**config.mk**
```make
export PLATFORM = sky130hd
export DESIGN_NAME = lmac_core
export DESIGN_NICKNAME = d
export VERILOG_FILES = /design/src/rtl/lmac_pkg.sv /design/src/rtl/lmac_core.sv
export SDC_FILE = /design/constraint.sdc
export NUM_CORES = 1
export LEC_CHECK = 0
export ABC_AREA = 1
export BUFFER_PORTS_ARGS = -buffer_cell sky130_fd_sc_hd__buf_2
export CAP_MARGIN = 5
export CORE_MARGIN = 2
export CORE_UTILIZATION = 50
export CTS_CLUSTER_SIZE = 30
export DETAILED_ROUTE_END_ITERATION = 10
export GPL_TIMING_DRIVEN = 0
export PLACE_DENSITY = 0.66
export REMOVE_ABC_BUFFERS = 1
export SKIP_LAST_GASP = 1
export SYNTH_ARGS = -nofsm -noshare
export SYNTH_HDL_FRONTEND = slang
export SYNTH_SLANG_ARGS = --single-unit
export TNS_END_PERCENT = 100
```
**constraint.sdc**
```tcl
create_clock -name core_clk -period 13.3 [get_ports core_clk]
set_input_delay 2.66 -clock core_clk [delete_from_list [all_inputs] [get_ports core_clk]]
set_output_delay 2.66 -clock core_clk [all_outputs]
set_load 0.03 [all_outputs]
```
**src/rtl/lmac_pkg.sv**
```systemverilog
// Constants, types and helpers for the LED matrix mode and audio control core
// Notes on behaviour
// - Breathing only when enabled, picture/auto modes
// - Dark interval is 3.5 ms times 2^field
// - Shutdown bit 0 shuts down, resets 0
// - Gain control enable bit 3, speed bit 4
// - Audio gain 3 dB steps, audio modes and audio sync
// - Sample interval 46 us times value, 0=256
// - PWM value selects one of 256 steps
// - Mode 00 shows selected static picture frame
// - Mode 01 auto plays frames from start frame fs
// - Auto play loops and frame count register
// - Auto play delay and fades from registers
// - Mode 1x picks frame from audio level
// - Audio sync scales intensity by gained input
// - Blink enabled LEDs marked in blink bits
// - Blink period set, 50 percent duty
// - Shutdown blanks matrix, registers keep contents
package lmac_pkg;

  // ----------------------------------------------------------------
  // Register offsets
  // ----------------------------------------------------------------
  localparam logic [7:0] REG_CONFIG      = 8'h00;
  localparam logic [7:0] REG_PICTURE     = 8'h01;
  localparam logic [7:0] REG_AUTOPLAY1   = 8'h02;
  localparam logic [7:0] REG_AUTOPLAY2   = 8'h03;
  localparam logic [7:0] REG_DISP_OPT    = 8'h05;
  localparam logic [7:0] REG_AUDIO_SYNC  = 8'h06;
  localparam logic [7:0] REG_FRAME_STATE = 8'h07;
  localparam logic [7:0] REG_BREATH1     = 8'h08;
  localparam logic [7:0] REG_BREATH2     = 8'h09;
  localparam logic [7:0] REG_SHUTDOWN    = 8'h0A;
  localparam logic [7:0] REG_GAIN        = 8'h0B;
  localparam logic [7:0] REG_SAMPLE_RATE = 8'h0C;

  // ----------------------------------------------------------------
  // Field positions, masks, reset values
  // ----------------------------------------------------------------
  localparam int CFG_MODE_LSB   = 3;
  localparam int CFG_FS_LSB     = 0;
  localparam int PIC_PFS_LSB    = 0;
  localparam int AP1_LOOP_LSB   = 4;
  localparam int AP1_FRM_LSB    = 0;
  localparam int AP2_DLY_LSB    = 0;
  localparam int DOPT_BE_BIT    = 3;
  localparam int DOPT_BPT_LSB   = 0;
  localparam int AS_AE_BIT      = 0;
  localparam int BR1_OUT_LSB    = 4;
  localparam int BR1_IN_LSB     = 0;
  localparam int BR2_EN_BIT     = 4;
  localparam int BR2_ET_LSB     = 0;
  localparam int SD_BIT         = 0;
  localparam int GN_SPEED_BIT   = 4;
  localparam int GN_AGC_BIT     = 3;
  localparam int GN_GS_LSB      = 0;
  localparam logic [7:0] SD_MASK   = 8'h01;
  localparam logic [7:0] GAIN_MASK = 8'h1F;
  localparam logic [7:0] REG_RESET = 8'h00;
  localparam logic [7:0] LEVEL_MAX = 8'hFF;

  // ----------------------------------------------------------------
  // Modes and timing
  // ----------------------------------------------------------------
  localparam logic [1:0] MODE_PICTURE = 2'h0;
  localparam logic [1:0] MODE_AUTO    = 2'h1;
  localparam int  CLK_MHZ          = 100;
  localparam real BREATH_UNIT_MS   = 3.5;
  localparam real SAMPLE_UNIT_US   = 46.0;
  localparam real FRAME_UNIT_MS    = 11.0;
  localparam real BLINK_UNIT_MS    = 27.0;
  localparam real SCAN_FRAME_US    = 10.0;
  localparam int BREATH_UNIT_CYC = int'(BREATH_UNIT_MS * 1000.0 * CLK_MHZ);
  localparam int SAMPLE_UNIT_CYC = int'(SAMPLE_UNIT_US * CLK_MHZ);
  localparam int FRAME_UNIT_CYC  = int'(FRAME_UNIT_MS * 1000.0 * CLK_MHZ);
  localparam int BLINK_UNIT_CYC  = int'(BLINK_UNIT_MS * 1000.0 * CLK_MHZ);
  localparam int SCAN_FRAME_CYC  = int'(SCAN_FRAME_US * CLK_MHZ);
  localparam int DELAY_ZERO_UNITS = 64;
  localparam int RATE_ZERO_UNITS  = 256;

  typedef enum logic [4:0] {
    ST_SHOW     = 5'b00001,
    ST_FADE_OUT = 5'b00010,
    ST_DARK     = 5'b00100,
    ST_FADE_IN  = 5'b01000,
    ST_DONE     = 5'b10000
  } lmac_state_t;

  typedef struct packed {
    logic       wr;
    logic       rd;
    logic [7:0] addr;
    logic [7:0] wdata;
  } lmac_reg_req_t;

  typedef struct packed {
    logic [2:0] frame;
    logic       blank;
    logic       blink_phase;
    logic [7:0] breath;
  } lmac_disp_t;

  // Gain in 3 dB steps, multiplier in 1/16 units, saturating
  function automatic logic [7:0] lmac_gain(input logic [7:0] lvl,
                                           input logic [2:0] code);
    logic [7:0]  mult;
    logic [15:0] prod;
    mult = 8'h10;
    unique case (code)
      3'h0: mult = 8'h10;
      3'h1: mult = 8'h17;
      3'h2: mult = 8'h20;
      3'h3: mult = 8'h2D;
      3'h4: mult = 8'h40;
      3'h5: mult = 8'h5B;
      3'h6: mult = 8'h80;
      3'h7: mult = 8'hB5;
    endcase
    prod = (lvl * mult) >> 4;
    lmac_gain = (prod > 16'h00FF) ? 8'hFF : prod[7:0];
  endfunction : lmac_gain

endpackage : lmac_pkg

```
**src/rtl/lmac_core.sv**
```systemverilog
// Mode, breathing, blink, shutdown and audio control core
`timescale 1ns/1ps
module lmac_core
  import lmac_pkg::*;
#(
  parameter int BREATH_CYC = BREATH_UNIT_CYC,
  parameter int SAMPLE_CYC = SAMPLE_UNIT_CYC,
  parameter int FRAME_CYC  = FRAME_UNIT_CYC,
  parameter int BLINK_CYC  = BLINK_UNIT_CYC,
  parameter int SCAN_CYC   = SCAN_FRAME_CYC
) (
  // Clock and reset
  input  wire logic          core_clk,
  input  wire logic          rstn,
  // Register port
  input  wire lmac_reg_req_t reg_req,
  output logic [7:0]         reg_rdata,
  // Audio level and current pixel
  input  wire logic [7:0]    audio_level,
  input  wire logic [7:0]    pix_pwm,
  input  wire logic          pix_blink,
  // Display and analog control
  output logic [7:0]         pix_duty,
  output lmac_disp_t         disp,
  output logic               agc_enable,
  output logic               agc_fast,
  output logic [2:0]         gain_code,
  output logic               gain_active,
  output logic               sample_strobe
);

  // ----------------------------------------------------------------
  // Checks and helpers
  // ----------------------------------------------------------------
  // Fade needs at least one cycle per level step
  if (BREATH_CYC < 256 || SAMPLE_CYC < 1 || FRAME_CYC < 1 ||
      BLINK_CYC < 1 || SCAN_CYC < 1)
    $error("lmac_core: unit counts out of range");

  function automatic logic [7:0] scale8(input logic [7:0] x,
                                        input logic [7:0] s);
    logic [16:0] p;
    p = x * ({1'b0, s} + 9'h001);
    scale8 = p[15:8];
  endfunction : scale8

  // ----------------------------------------------------------------
  // Reset release
  // ----------------------------------------------------------------
  logic rst_s1, rst_n;
  always_ff @(posedge core_clk or negedge rstn)
  begin
    if (!rstn)
    begin
      rst_s1 <= 1'b0;
      rst_n  <= 1'b0;
    end
    else
    begin
      rst_s1 <= 1'b1;
      rst_n  <= rst_s1;
    end
  end

  // ----------------------------------------------------------------
  // Register file
  // ----------------------------------------------------------------
  logic [7:0] cfg, pic, ap1, ap2, dopt, async_r, br1, br2, sd, gain, srate;
  logic [7:0] next_cfg, next_pic, next_ap1, next_ap2, next_dopt;
  logic [7:0] next_async, next_br1, next_br2, next_sd, next_gain;
  logic [7:0] next_srate, next_rdata;
  logic [2:0] frame;

  always_comb
  begin
    {next_cfg, next_pic, next_ap1, next_ap2, next_dopt, next_async} =
        {cfg, pic, ap1, ap2, dopt, async_r};
    {next_br1, next_br2, next_sd, next_gain, next_srate, next_rdata} =
        {br1, br2, sd, gain, srate, reg_rdata};
    if (reg_req.wr)
    begin
      unique case (reg_req.addr)
        REG_CONFIG:      next_cfg   = reg_req.wdata;
        REG_PICTURE:     next_pic   = reg_req.wdata;
        REG_AUTOPLAY1:   next_ap1   = reg_req.wdata;
        REG_AUTOPLAY2:   next_ap2   = reg_req.wdata;
        REG_DISP_OPT:    next_dopt  = reg_req.wdata;
        REG_AUDIO_SYNC:  next_async = reg_req.wdata;
        REG_BREATH1:     next_br1   = reg_req.wdata;
        REG_BREATH2:     next_br2   = reg_req.wdata;
        REG_SHUTDOWN:    next_sd    = reg_req.wdata & SD_MASK;
        REG_GAIN:        next_gain  = reg_req.wdata & GAIN_MASK;
        REG_SAMPLE_RATE: next_srate = reg_req.wdata;
        default:         next_cfg   = cfg;
      endcase
    end
    if (reg_req.rd)
    begin
      unique case (reg_req.addr)
        REG_CONFIG:      next_rdata = cfg;
        REG_PICTURE:     next_rdata = pic;
        REG_AUTOPLAY1:   next_rdata = ap1;
        REG_AUTOPLAY2:   next_rdata = ap2;
        REG_DISP_OPT:    next_rdata = dopt;
        REG_AUDIO_SYNC:  next_rdata = async_r;
        REG_FRAME_STATE: next_rdata = {5'h00, frame};
        REG_BREATH1:     next_rdata = br1;
        REG_BREATH2:     next_rdata = br2;
        REG_SHUTDOWN:    next_rdata = sd;
        REG_GAIN:        next_rdata = gain;
        REG_SAMPLE_RATE: next_rdata = srate;
        default:         next_rdata = 8'h00;
      endcase
    end
  end

  // Registers keep contents through shutdown
  always_ff @(posedge core_clk or negedge rst_n)
  begin
    if (!rst_n)
    begin
      {cfg, pic, ap1, ap2, dopt, async_r} <= {6{REG_RESET}};
      {br1, br2, sd, gain, srate, reg_rdata} <= {6{REG_RESET}};
    end
    else
    begin
      {cfg, pic, ap1, ap2, dopt, async_r} <=
        {next_cfg, next_pic, next_ap1, next_ap2, next_dopt, next_async};
      {br1, br2, sd, gain, srate, reg_rdata} <=
        {next_br1, next_br2, next_sd, next_gain, next_srate, next_rdata};
    end
  end

  // ----------------------------------------------------------------
  // Field decode
  // ----------------------------------------------------------------
  logic [1:0] mode, cfg_mode;
  logic [2:0] fs, frames_n, gs;
  logic [1:0] loops;
  logic [3:0] n_frames;
  logic       breath_on, audio_mode, ae, be;
  assign cfg_mode   = cfg[CFG_MODE_LSB +: 2];
  assign fs         = cfg[CFG_FS_LSB +: 3];
  assign loops      = ap1[AP1_LOOP_LSB +: 2];
  assign frames_n   = ap1[AP1_FRM_LSB +: 3];
  assign n_frames   = (frames_n == 3'h0) ? 4'h8 : {1'b0, frames_n};
  assign gs         = gain[GN_GS_LSB +: 3];
  assign ae         = async_r[AS_AE_BIT];
  assign be         = dopt[DOPT_BE_BIT];
  assign audio_mode = mode[1];
  assign breath_on  = br2[BR2_EN_BIT] && !audio_mode;
  assign agc_enable = gain[GN_AGC_BIT];
  assign agc_fast   = gain[GN_SPEED_BIT];
  assign gain_code  = gs;
  assign gain_active = audio_mode || ae;

  // ----------------------------------------------------------------
  // Frame sequencing and breathing
  // ----------------------------------------------------------------
  lmac_state_t st, next_st;
  logic [31:0] cnt, next_cnt, scan_cnt, next_scan, hold_t, step_t, dark_t;
  logic [7:0]  level, next_level, aud_q, next_aud_q;
  logic [2:0]  next_frame, shown, next_shown;
  logic [1:0]  loopc, next_loopc, next_mode;
  logic        scan_tick, adv, frame_bnd, last, samp_fire;

  assign scan_tick = (scan_cnt == 32'(SCAN_CYC - 1));
  assign last = (loops != 2'h0) && (loopc == loops - 2'h1) &&
                ({1'b0, shown} == n_frames - 4'h1);
  assign hold_t = (mode == MODE_AUTO) ?
      32'(FRAME_CYC) * ((ap2[AP2_DLY_LSB +: 6] == 6'h00) ?
      32'(DELAY_ZERO_UNITS) : {26'h0, ap2[AP2_DLY_LSB +: 6]}) :
      32'(BREATH_CYC);
  assign step_t = (32'(BREATH_CYC) >> 8) << ((st == ST_FADE_OUT) ?
      br1[BR1_OUT_LSB +: 3] : br1[BR1_IN_LSB +: 3]);
  assign dark_t = 32'(BREATH_CYC) << br2[BR2_ET_LSB +: 3];

  always_comb
  begin
    next_st    = st;
    next_cnt   = cnt + 32'h1;
    {next_level, next_shown, next_loopc, next_frame, next_aud_q} =
        {level, shown, loopc, frame, aud_q};
    adv        = 1'b0;
    next_scan  = scan_tick ? 32'h0 : scan_cnt + 32'h1;
    unique case (st)
      ST_SHOW:
        if (mode != MODE_PICTURE || breath_on)
        begin
          if (cnt >= hold_t - 32'h1)
          begin
            next_cnt = 32'h0;
            if (mode == MODE_AUTO && last)
              next_st = ST_DONE;
            else if (breath_on)
              next_st = ST_FADE_OUT;
            else
              adv = (mode == MODE_AUTO);
          end
        end
        else
          next_cnt = 32'h0;
      ST_FADE_OUT:
        if (cnt >= step_t - 32'h1)
        begin
          next_cnt = 32'h0;
          next_level = level - 8'h01;
          if (level == 8'h01)
            next_st = ST_DARK;
        end
      ST_DARK:
        if (cnt >= dark_t - 32'h1)
        begin
          next_cnt = 32'h0;
          next_st  = ST_FADE_IN;
          adv      = (mode == MODE_AUTO);
        end
      ST_FADE_IN:
        if (cnt >= step_t - 32'h1)
        begin
          next_cnt = 32'h0;
          next_level = level + 8'h01;
          if (level == 8'hFE)
            next_st = ST_SHOW;
        end
      ST_DONE:
        next_cnt = 32'h0;
      default:
        next_st = ST_SHOW;
    endcase
    frame_bnd = (mode == MODE_AUTO && st != ST_DONE) ? adv : scan_tick;
    if (adv)
    begin
      next_shown = shown + 3'h1;
      if ({1'b0, shown} == n_frames - 4'h1)
      begin
        next_shown = 3'h0;
        next_loopc = loopc + 2'h1;
      end
    end
    if (!breath_on)
      next_level = LEVEL_MAX;
    if (samp_fire)
      next_aud_q = lmac_gain(audio_level, gs);
    next_mode = frame_bnd ? cfg_mode : mode;
    if (next_mode != mode)
    begin
      next_st    = ST_SHOW;
      next_cnt   = 32'h0;
      next_level = LEVEL_MAX;
      next_shown = 3'h0;
      next_loopc = 2'h0;
    end
    if (next_mode[1])
      next_frame = next_aud_q[7:5];
    else if (next_mode == MODE_AUTO)
      next_frame = fs + next_shown;
    else
      next_frame = pic[PIC_PFS_LSB +: 3];
  end

  always_ff @(posedge core_clk or negedge rst_n)
  begin
    if (!rst_n)
    begin
      st       <= ST_SHOW;
      {cnt, scan_cnt, level, shown} <= {64'h0, LEVEL_MAX, 3'h0};
      {loopc, frame, mode, aud_q} <= {2'h0, 3'h0, MODE_PICTURE, 8'h00};
    end
    else
    begin
      st       <= next_st;
      {cnt, scan_cnt, level, shown} <= {next_cnt, next_scan, next_level,
                                        next_shown};
      {loopc, frame, mode, aud_q} <= {next_loopc, next_frame, next_mode,
                                      next_aud_q};
    end
  end

  // ----------------------------------------------------------------
  // Audio sampling, blink, pixel output
  // ----------------------------------------------------------------
  // Sample counter idles outside audio play to keep phase fresh
  logic [31:0] samp_cnt, next_samp, samp_t, blink_cnt, next_blink, half_t;
  logic [7:0]  aud_scale, next_scale, next_duty;
  logic        blink_ph, next_blink_ph;
  assign samp_t = 32'(SAMPLE_CYC) * ((srate == 8'h00) ?
      32'(RATE_ZERO_UNITS) : {24'h0, srate});
  assign samp_fire = audio_mode && (samp_cnt >= samp_t - 32'h1);
  assign half_t = 32'(BLINK_CYC) << dopt[DOPT_BPT_LSB +: 3];

  always_comb
  begin
    next_samp = (!audio_mode || samp_fire) ? 32'h0 : samp_cnt + 32'h1;
    next_blink = blink_cnt + 32'h1;
    next_blink_ph = blink_ph;
    if (blink_cnt >= half_t - 32'h1)
    begin
      next_blink    = 32'h0;
      next_blink_ph = !blink_ph;
    end
    next_scale = ae ? lmac_gain(audio_level, gs) : LEVEL_MAX;
    next_duty  = scale8(scale8(pix_pwm, level), aud_scale);
    if (be && pix_blink && !blink_ph)
      next_duty = 8'h00;
    if (!sd[SD_BIT])
      next_duty = 8'h00;
  end

  always_ff @(posedge core_clk or negedge rst_n)
  begin
    if (!rst_n)
    begin
      {samp_cnt, blink_cnt, blink_ph} <= {64'h0, 1'b1};
      {aud_scale, pix_duty, sample_strobe} <= {LEVEL_MAX, 8'h00, 1'b0};
    end
    else
    begin
      {samp_cnt, blink_cnt, blink_ph} <= {next_samp, next_blink, next_blink_ph};
      {aud_scale, pix_duty, sample_strobe} <= {next_scale, next_duty, samp_fire};
    end
  end

  assign disp = '{frame: frame, blank: !sd[SD_BIT], blink_phase: blink_ph,
                  breath: level};

  // ----------------------------------------------------------------
  // Checks
  // ----------------------------------------------------------------
  chk_shutdown_blank: assert property (@(posedge core_clk) disable iff (!rst_n)
    !sd[SD_BIT] |=> pix_duty == 8'h00)
    else $error("duty not blank in shutdown");
  chk_reserved_zero: assert property (@(posedge core_clk) disable iff (!rst_n)
    reg_req.wr && reg_req.addr == REG_GAIN |=> gain[7:5] == 3'h0 &&
    gain[4:0] == $past(reg_req.wdata[4:0]))
    else $error("gain write stored reserved bits");
  chk_agc_bits: assert property (@(posedge core_clk) disable iff (!rst_n)
    reg_req.wr && reg_req.addr == REG_GAIN |=>
    agc_enable == $past(reg_req.wdata[3]) &&
    agc_fast == $past(reg_req.wdata[4]))
    else $error("gain control bits wrong");
  chk_breath_off: assert property (@(posedge core_clk) disable iff (!rst_n)
    !breath_on |=> level == LEVEL_MAX)
    else $error("breath level moved while disabled");
  chk_audio_frame: assert property (@(posedge core_clk) disable iff (!rst_n)
    samp_fire && cfg_mode[1] && !frame_bnd |=>
    frame == lmac_gain($past(audio_level), $past(gs)) >> 5)
    else $error("audio frame not from level");
  chk_pwm_direct: assert property (@(posedge core_clk) disable iff (!rst_n)
    sd[SD_BIT] && !be && level == LEVEL_MAX && aud_scale == LEVEL_MAX
    |=> pix_duty == $past(pix_pwm))
    else $error("duty does not follow pwm");
  chk_blink_half: assert property (@(posedge core_clk) disable iff (!rst_n)
    $changed(blink_ph) |-> $past(blink_cnt) >= $past(half_t) - 32'h1)
    else $error("blink toggled early");
  chk_mode_bound: assert property (@(posedge core_clk) disable iff (!rst_n)
    $changed(mode) |-> $past(frame_bnd))
    else $error("mode changed off a frame boundary");
  chk_dark_len: assert property (@(posedge core_clk) disable iff (!rst_n)
    $past(st) == ST_DARK && st == ST_FADE_IN |->
    $past(cnt) == $past(dark_t) - 32'h1)
    else $error("dark interval length wrong");
  chk_sample_rate: assert property (@(posedge core_clk) disable iff (!rst_n)
    samp_fire && $past(audio_mode) && $stable(srate) |->
    samp_cnt == samp_t - 32'h1)
    else $error("sample interval wrong");

endmodule : lmac_core

```
==> flow_metrics.tcl, run 1 <==
set metrics [dict create \
    rsz0062_at_grt "no" \
    cts_tree "done" \
    power.density_nw_per_um2 83.1 \
    drtIter0Drc 1472 \
    synth_seq_cells 260 \
    drive_above_1_share_pct 5.88 \
    final_cell_count_no_fill 4391 \
    clkSlewWorstSetupHoldPaths_ps 60 \
    die_w_um 236 \
    ir_drop_uv 96.3 \
    met2_usage_pct 39.8 \
    boundaryPins 73 \
    place_area_um2 28300 \
    wl_per_cell_um 15.0 \
    gp_congestion 0.900 \
    insertion_delay_ps 610 \
    hold_path_class "reg -> async" \
    grt_start_max_net_pins 59 \
    syn_avg_cell_area_um2 7.52 \
    cts_buffers 31 \
    required_ps 13770 \
    antenna_left 0 \
    dp_hpwl_mm 53.0 \
    cts.hold.buffers_added 0 \
    cp_common_cell "fa_1" \
    path_max_fanout 8 \
    busiest_layer "met2" \
    core-area_um2 53600 \
    grt.met1_usage_pct 33.1 \
    vias_per_cell 5.22 \
    dpl.cell_count 4330 \
    antenna_found_initial 3 \
    track_usage_pct 24.1 \
    ys_seq_area_share_pct 24.2 \
    cp-start-kind "input port" \
    root_buffer "clkbuf_16" \
    synth_flop_cell "dfrtp_1" \
    postCtsSetupBuffers 0 \
    critPathMaxStageDelay_ps 600 \
    htreeDepth 1 \
    nets 4192 \
    pwr-share-clk_pct 37.8 \
    clockBufferDepth 3 \
    hold_viol_final 0 \
    firstDrtPassIters 5 \
    fin_area_um2 29400 \
    wirelength_mm 65.8 \
    internal_power_mw 1.61 \
    setup_tns_ps 0 \
    async_reset_ff_share_pct 100 \
    seq_power_share_pct 34.0 \
    p_sw_mw 0.830 \
    tightest_slew_ps 1210 \
    cts.repair.resized 0 \
    yosysWarningCount 0 \
    fin_ws_ps 3130 \
    die_area_um2 55900 \
    post-route-period-util_pct 76.5 \
    initial_utilization_pct 50.4 \
    drv_slew 0 \
    dpl_worst_slack_ps 2550 \
    end_kind "register" \
    grt_pass1_vias 22400 \
    fin_util_pct 54.8 \
    slew_headroom_pct 18.9 \
    crit_path_top_delay_cell "xor2_1" \
    num_rows 85 \
    syn2layout_area_growth_pct 8.87 \
    synthCells 3589 \
    grt-ovfl-total 0 \
    die_h_um 236 \
    synth-edff-count 0 \
    clock_sinks 260 \
    portBuffers 72 \
    synthesis.area_um2 27000 \
    p_leak_nw 15.5 \
    status "complete, no violations" \
    vias 22900 \
    cp.arrival_ps 10650 \
    setup_violations 0 \
    layout_common_cells "nand2_1 (764), inv_1 (605), nor2_1 (407)" \
    drv_cap 0 \
    met3_usage_pct 3.32 \
    skew_ps 27.2 \
    fin_crit_ps 10170 \
    hold_ws_ps 185 \
    nFillCells 5217 \
    layout_commonest_cell "nand2_1" \
    p_total_mw 2.44 \
    comb_power_share_pct 28.1 \
    max_freq_ghz 0.0983 \
    critPathKind "in -> reg" \
    p_sw_share_pct 34.0 \
    drcViolationCount 0 \
    yosysUniqueCellTypes 61 \
    grt_pass1_wl_mm 111 \
]
-- state kept, by name (all words and copies together) (netlist names), 32 cells and up --
register / cells
blink_cnt: 32
cnt: 32
samp_cnt: 32
scan_cnt: 32
-- area by class of cell --
type | instances | area [um2] | area share [%]
Sequential cell | 260 | 6530 | 22.2
Clock buffer | 45 | 888 | 3.02
Timing Repair Buffer | 82 | 547 | 1.86
Tap cell | 696 | 871 | 2.96
Antenna cell | 2 | 5.00 | 0.0170
Multi-Input combinational cell | 2675 | 18000 | 61.3
Inverter | 619 | 2320 | 7.90
Clock inverter | 12 | 209 | 0.711
-- synth_stat cells (14+ instances only) --
master	number	area [um2]
a21oi_1	155	776
a221oi_1	16	140
clkbuf_1	35	131
dfrtp_1	242	6060
dfstp_2	18	473
fa_1	147	2940
ha_1	339	4240
inv_1	605	2270
inv_2	14	52.6
nand2_1	764	2870
nand3_1	133	666
nand4_1	70	438
nor2_1	407	1530
nor3_1	100	500
nor4_1	27	169
o211ai_1	18	135
o21ai_0	155	776
xnor2_1	53	464
xor2_1	127	1110
-- logic make-up after synthesis --
logic type	share of synthesized area [%]
muxes	0.334
DFF	24.2
adders and majority gates	26.6
and+or+nand+nor	24.9
buffers and inverters	9.28
other	0.0278
xor gates and xnor gates	5.84
AOI/OAI and AO/OA	8.79
-- final timing paths --
| kind | startpoint | to | slack (ps) | cells past startpoint |
|---|---|---|---|---|
| max | pix_pwm[4] | pix_duty[7] | 3130 | 32 |
| min | rst_n | sample_strobe | 180 | 0 |
| max reg2reg | level[0] | pix_duty[7] | 3530 | 38 |
| min reg2reg | rst_n | sample_strobe | 180 | 0 |
| max in group asynchronous | rstn | rst_n | 11350 | 1 |
| min in group core_clk | rst_s1 | rst_n | 350 | 0 |
-- critical path: cells and delay by family --
| family | cells | cell delay [ps] |
|---|---|---|
| buffers and inverters | 7 | 590 |
| AO/OA/AOI/OAI | 6 | 1210 |
| XOR/XNOR | 1 | 600 |
| adder cells (fa/ha/maj) | 10 | 4870 |
| AND/OR/NAND/NOR | 8 | 690 |
-- per-layer routing --
layer,share of wire (%),vias to the layer above
li1,-,11700
met5,0,-
met4,2.2,0
met2,45,435
met1,47,10700
met3,5.0,91
-- power by group through the flow --
stage	sequential [mW]	clock [mW]	combinational [mW]
final	0.831	0.924	0.687
after CTS	0.830	0.945	0.690
after detailed placement	0.844	0	0.684
after floorplan	0.856	0	0.500
after global routing	0.833	0.977	0.796
after global placement	0.859	0	0.656
Power figures use the tool's default switching activity.
==> run 2: changes to the inputs <==
--- a/config.mk
+++ b/config.mk
@@ -13,7 +13,7 @@
 export CTS_CLUSTER_SIZE = 30
 export DETAILED_ROUTE_END_ITERATION = 10
 export GPL_TIMING_DRIVEN = 0
-export PLACE_DENSITY = 0.66
+export PLACE_DENSITY = 0.69
 export REMOVE_ABC_BUFFERS = 1
 export SKIP_LAST_GASP = 1
 export SYNTH_ARGS = -nofsm -noshare
==> constraint.sdc (replaced) <==
create_clock -name core_clk -period 8.6 [get_ports core_clk]
set_input_delay 1.72 -clock core_clk [delete_from_list [all_inputs] [get_ports core_clk]]
set_output_delay 1.72 -clock core_clk [all_outputs]
set_load 0.03 [all_outputs]
==> flow_metrics.tcl, run 2 (same netlist as run 1, synthesis figures left out) <==
set metrics [dict create \
    antenna_left 0 \
    max_freq_ghz 0.119 \
    die_h_um 236 \
    cp_common_cell "fa_1" \
    cts.hold.buffers_added 0 \
    vias_per_cell 5.26 \
    clkSlewWorstSetupHoldPaths_ps 70 \
    boundaryPins 73 \
    hold_viol_final 0 \
    critPathKind "reg -> reg" \
    layout_commonest_cell "nand2_1" \
    drcViolationCount 0 \
    vias 23300 \
    end_kind "register" \
    antenna_cells 0 \
    r2r-end "pix_duty[4]" \
    p_leak_nw 15.8 \
    hold_ws_ps 324 \
    wl_per_cell_um 14.8 \
    cp.arrival_ps 8880 \
    drtIter0Drc 1552 \
    status "complete, no violations" \
    clock_sinks 260 \
    htreeDepth 1 \
    grt_pass1_vias 22400 \
    ir_drop_uv 174 \
    hold_path_class "reg -> async" \
    die_area_um2 55900 \
    setup_tns_ps 0 \
    worst-path-buf-inv 7 \
    cts_buffers 30 \
    num_rows 85 \
    p_total_mw 3.94 \
    dp_hpwl_mm 51.9 \
    fin_crit_ps 8410 \
    grt-ovfl-total 0 \
    power.density_nw_per_um2 130 \
    r2r-start "level[0]" \
    critPathMaxStageDelay_ps 580 \
    die_w_um 236 \
    regToRegSetupSlack_ps 190 \
    grt_pass1_wl_mm 109 \
    antenna_found_initial 1 \
    path_max_fanout 5 \
    crit_path_top_delay_cell "dfstp_2" \
    post-route-period-util_pct 97.8 \
    crit_family "adder cells" \
    firstDrtPassIters 5 \
    required_ps 9070 \
    grt_start_max_net_pins 60 \
    slew_headroom_pct 14.7 \
    initial_utilization_pct 50.4 \
    core-area_um2 53600 \
    r2r_cells 37 \
    syn2layout_area_growth_pct 12.2 \
    gp_congestion 0.904 \
    portBuffers 72 \
    drv_slew 0 \
    wirelength_mm 65.6 \
    setup_violations 0 \
    track_usage_pct 23.4 \
    cp-start-kind "register" \
    cts_tree "done" \
    insertion_delay_ps 590 \
    clockBufferDepth 3 \
    drv_cap 0 \
    layout_common_cells "nand2_1 (744), inv_1 (583), nor2_1 (395)" \
    tightest_slew_ps 1270 \
    nets 4228 \
    skew_ps 38.9 \
    drive_above_1_share_pct 9.87 \
    root_buffer "clkbuf_16" \
]
[run 2: changes by cell type in the layout (fill, tap and decap cells not counted), sizes merged]
cell,before,now
diode,2,0
bufinv,5,4
buf,82,118
clkinvlp,2,4
inv,620,619
nand3,138,139
clkinv,4,10
clkbuf,45,38
[run 2: metrics by stage]
stage	std cells	util, %	cell area (um2)	setup WS, ps
5_1_grt	4425	56.5	30300	-139
2_1_floorplan	3554	-	26900	-168
6_report	4425	56.5	30300	191
3_3_place_gp	4322	52.4	28100	-2510
4_1_cts	4397	55.2	29600	-0.164
3_5_place_dp	4329	52.7	28200	-1100
[run 2: worst max path at each step]
| stage | end | depth (start not counted) | startpoint | slack (ps) |
|---|---|---|---|---|
| after floorplan | pix_duty[7] | 33 | pix_pwm[4] | -170 |
| after global routing | pix_duty[4] | 34 | level[0] | -140 |
| after detailed placement | pix_duty[7] | 32 | pix_pwm[3] | -1100 |
| final | pix_duty[4] | 37 | level[0] | 190 |
| after CTS | pix_duty[7] | 40 | level[1] | -0.2 |
| after global placement | cnt[0] | 0 | rst_n | -2510 |
[run 2: layout make-up]
type / instances / area, um2
repair buffers: 118 / 821
clock inverters: 18 / 216
flip-flops and latches: 260 / 6530
well taps: 696 / 871
multi-input cells: 2676 / 18700
fillers: 5083 / 23300
clock buffers: 38 / 842
inverters: 619 / 2340
[run 2: per-layer routing]
layer | GRT usage [%] | wire (um)
met1 | 33.2 | 31300
met5 | 0 | 13
met3 | 2.79 | 3220
met2 | 38.5 | 29800
met4 | 4.66 | 1240
[run 2: timing repair]
| item | in CTS | in global routing |
|---|---|---|
| cloned | 0 | 1 |
| gates resized for setup | 28 | 126 |
| pin swaps | 3 | 64 |
| endpoints found under the setup margin | 10 | 43 |
| setup buffers | 12 | 28 |
[run 2: worst register-to-register path, delay by kind of cell, from the launching register on]
| kind | cells | cell delay (ps) |
|---|---|---|
| AO/OA/AOI/OAI | 5 | 1020 |
| XOR/XNOR | 1 | 230 |
| adder cells (fa/ha/maj) | 10 | 4580 |
| buffers and inverters | 7 | 540 |
| flip-flops | 1 | 580 |
| AND/OR/NAND/NOR | 14 | 1360 |
[run 2: report_power, final]
part           switching, mW  leakage (nW)  total (mW)  internal, mW
Combinational          0.782          11.8        1.28         0.500
Sequential            0.0363          3.51        1.29          1.25
Clock                  0.551         0.516        1.37         0.815
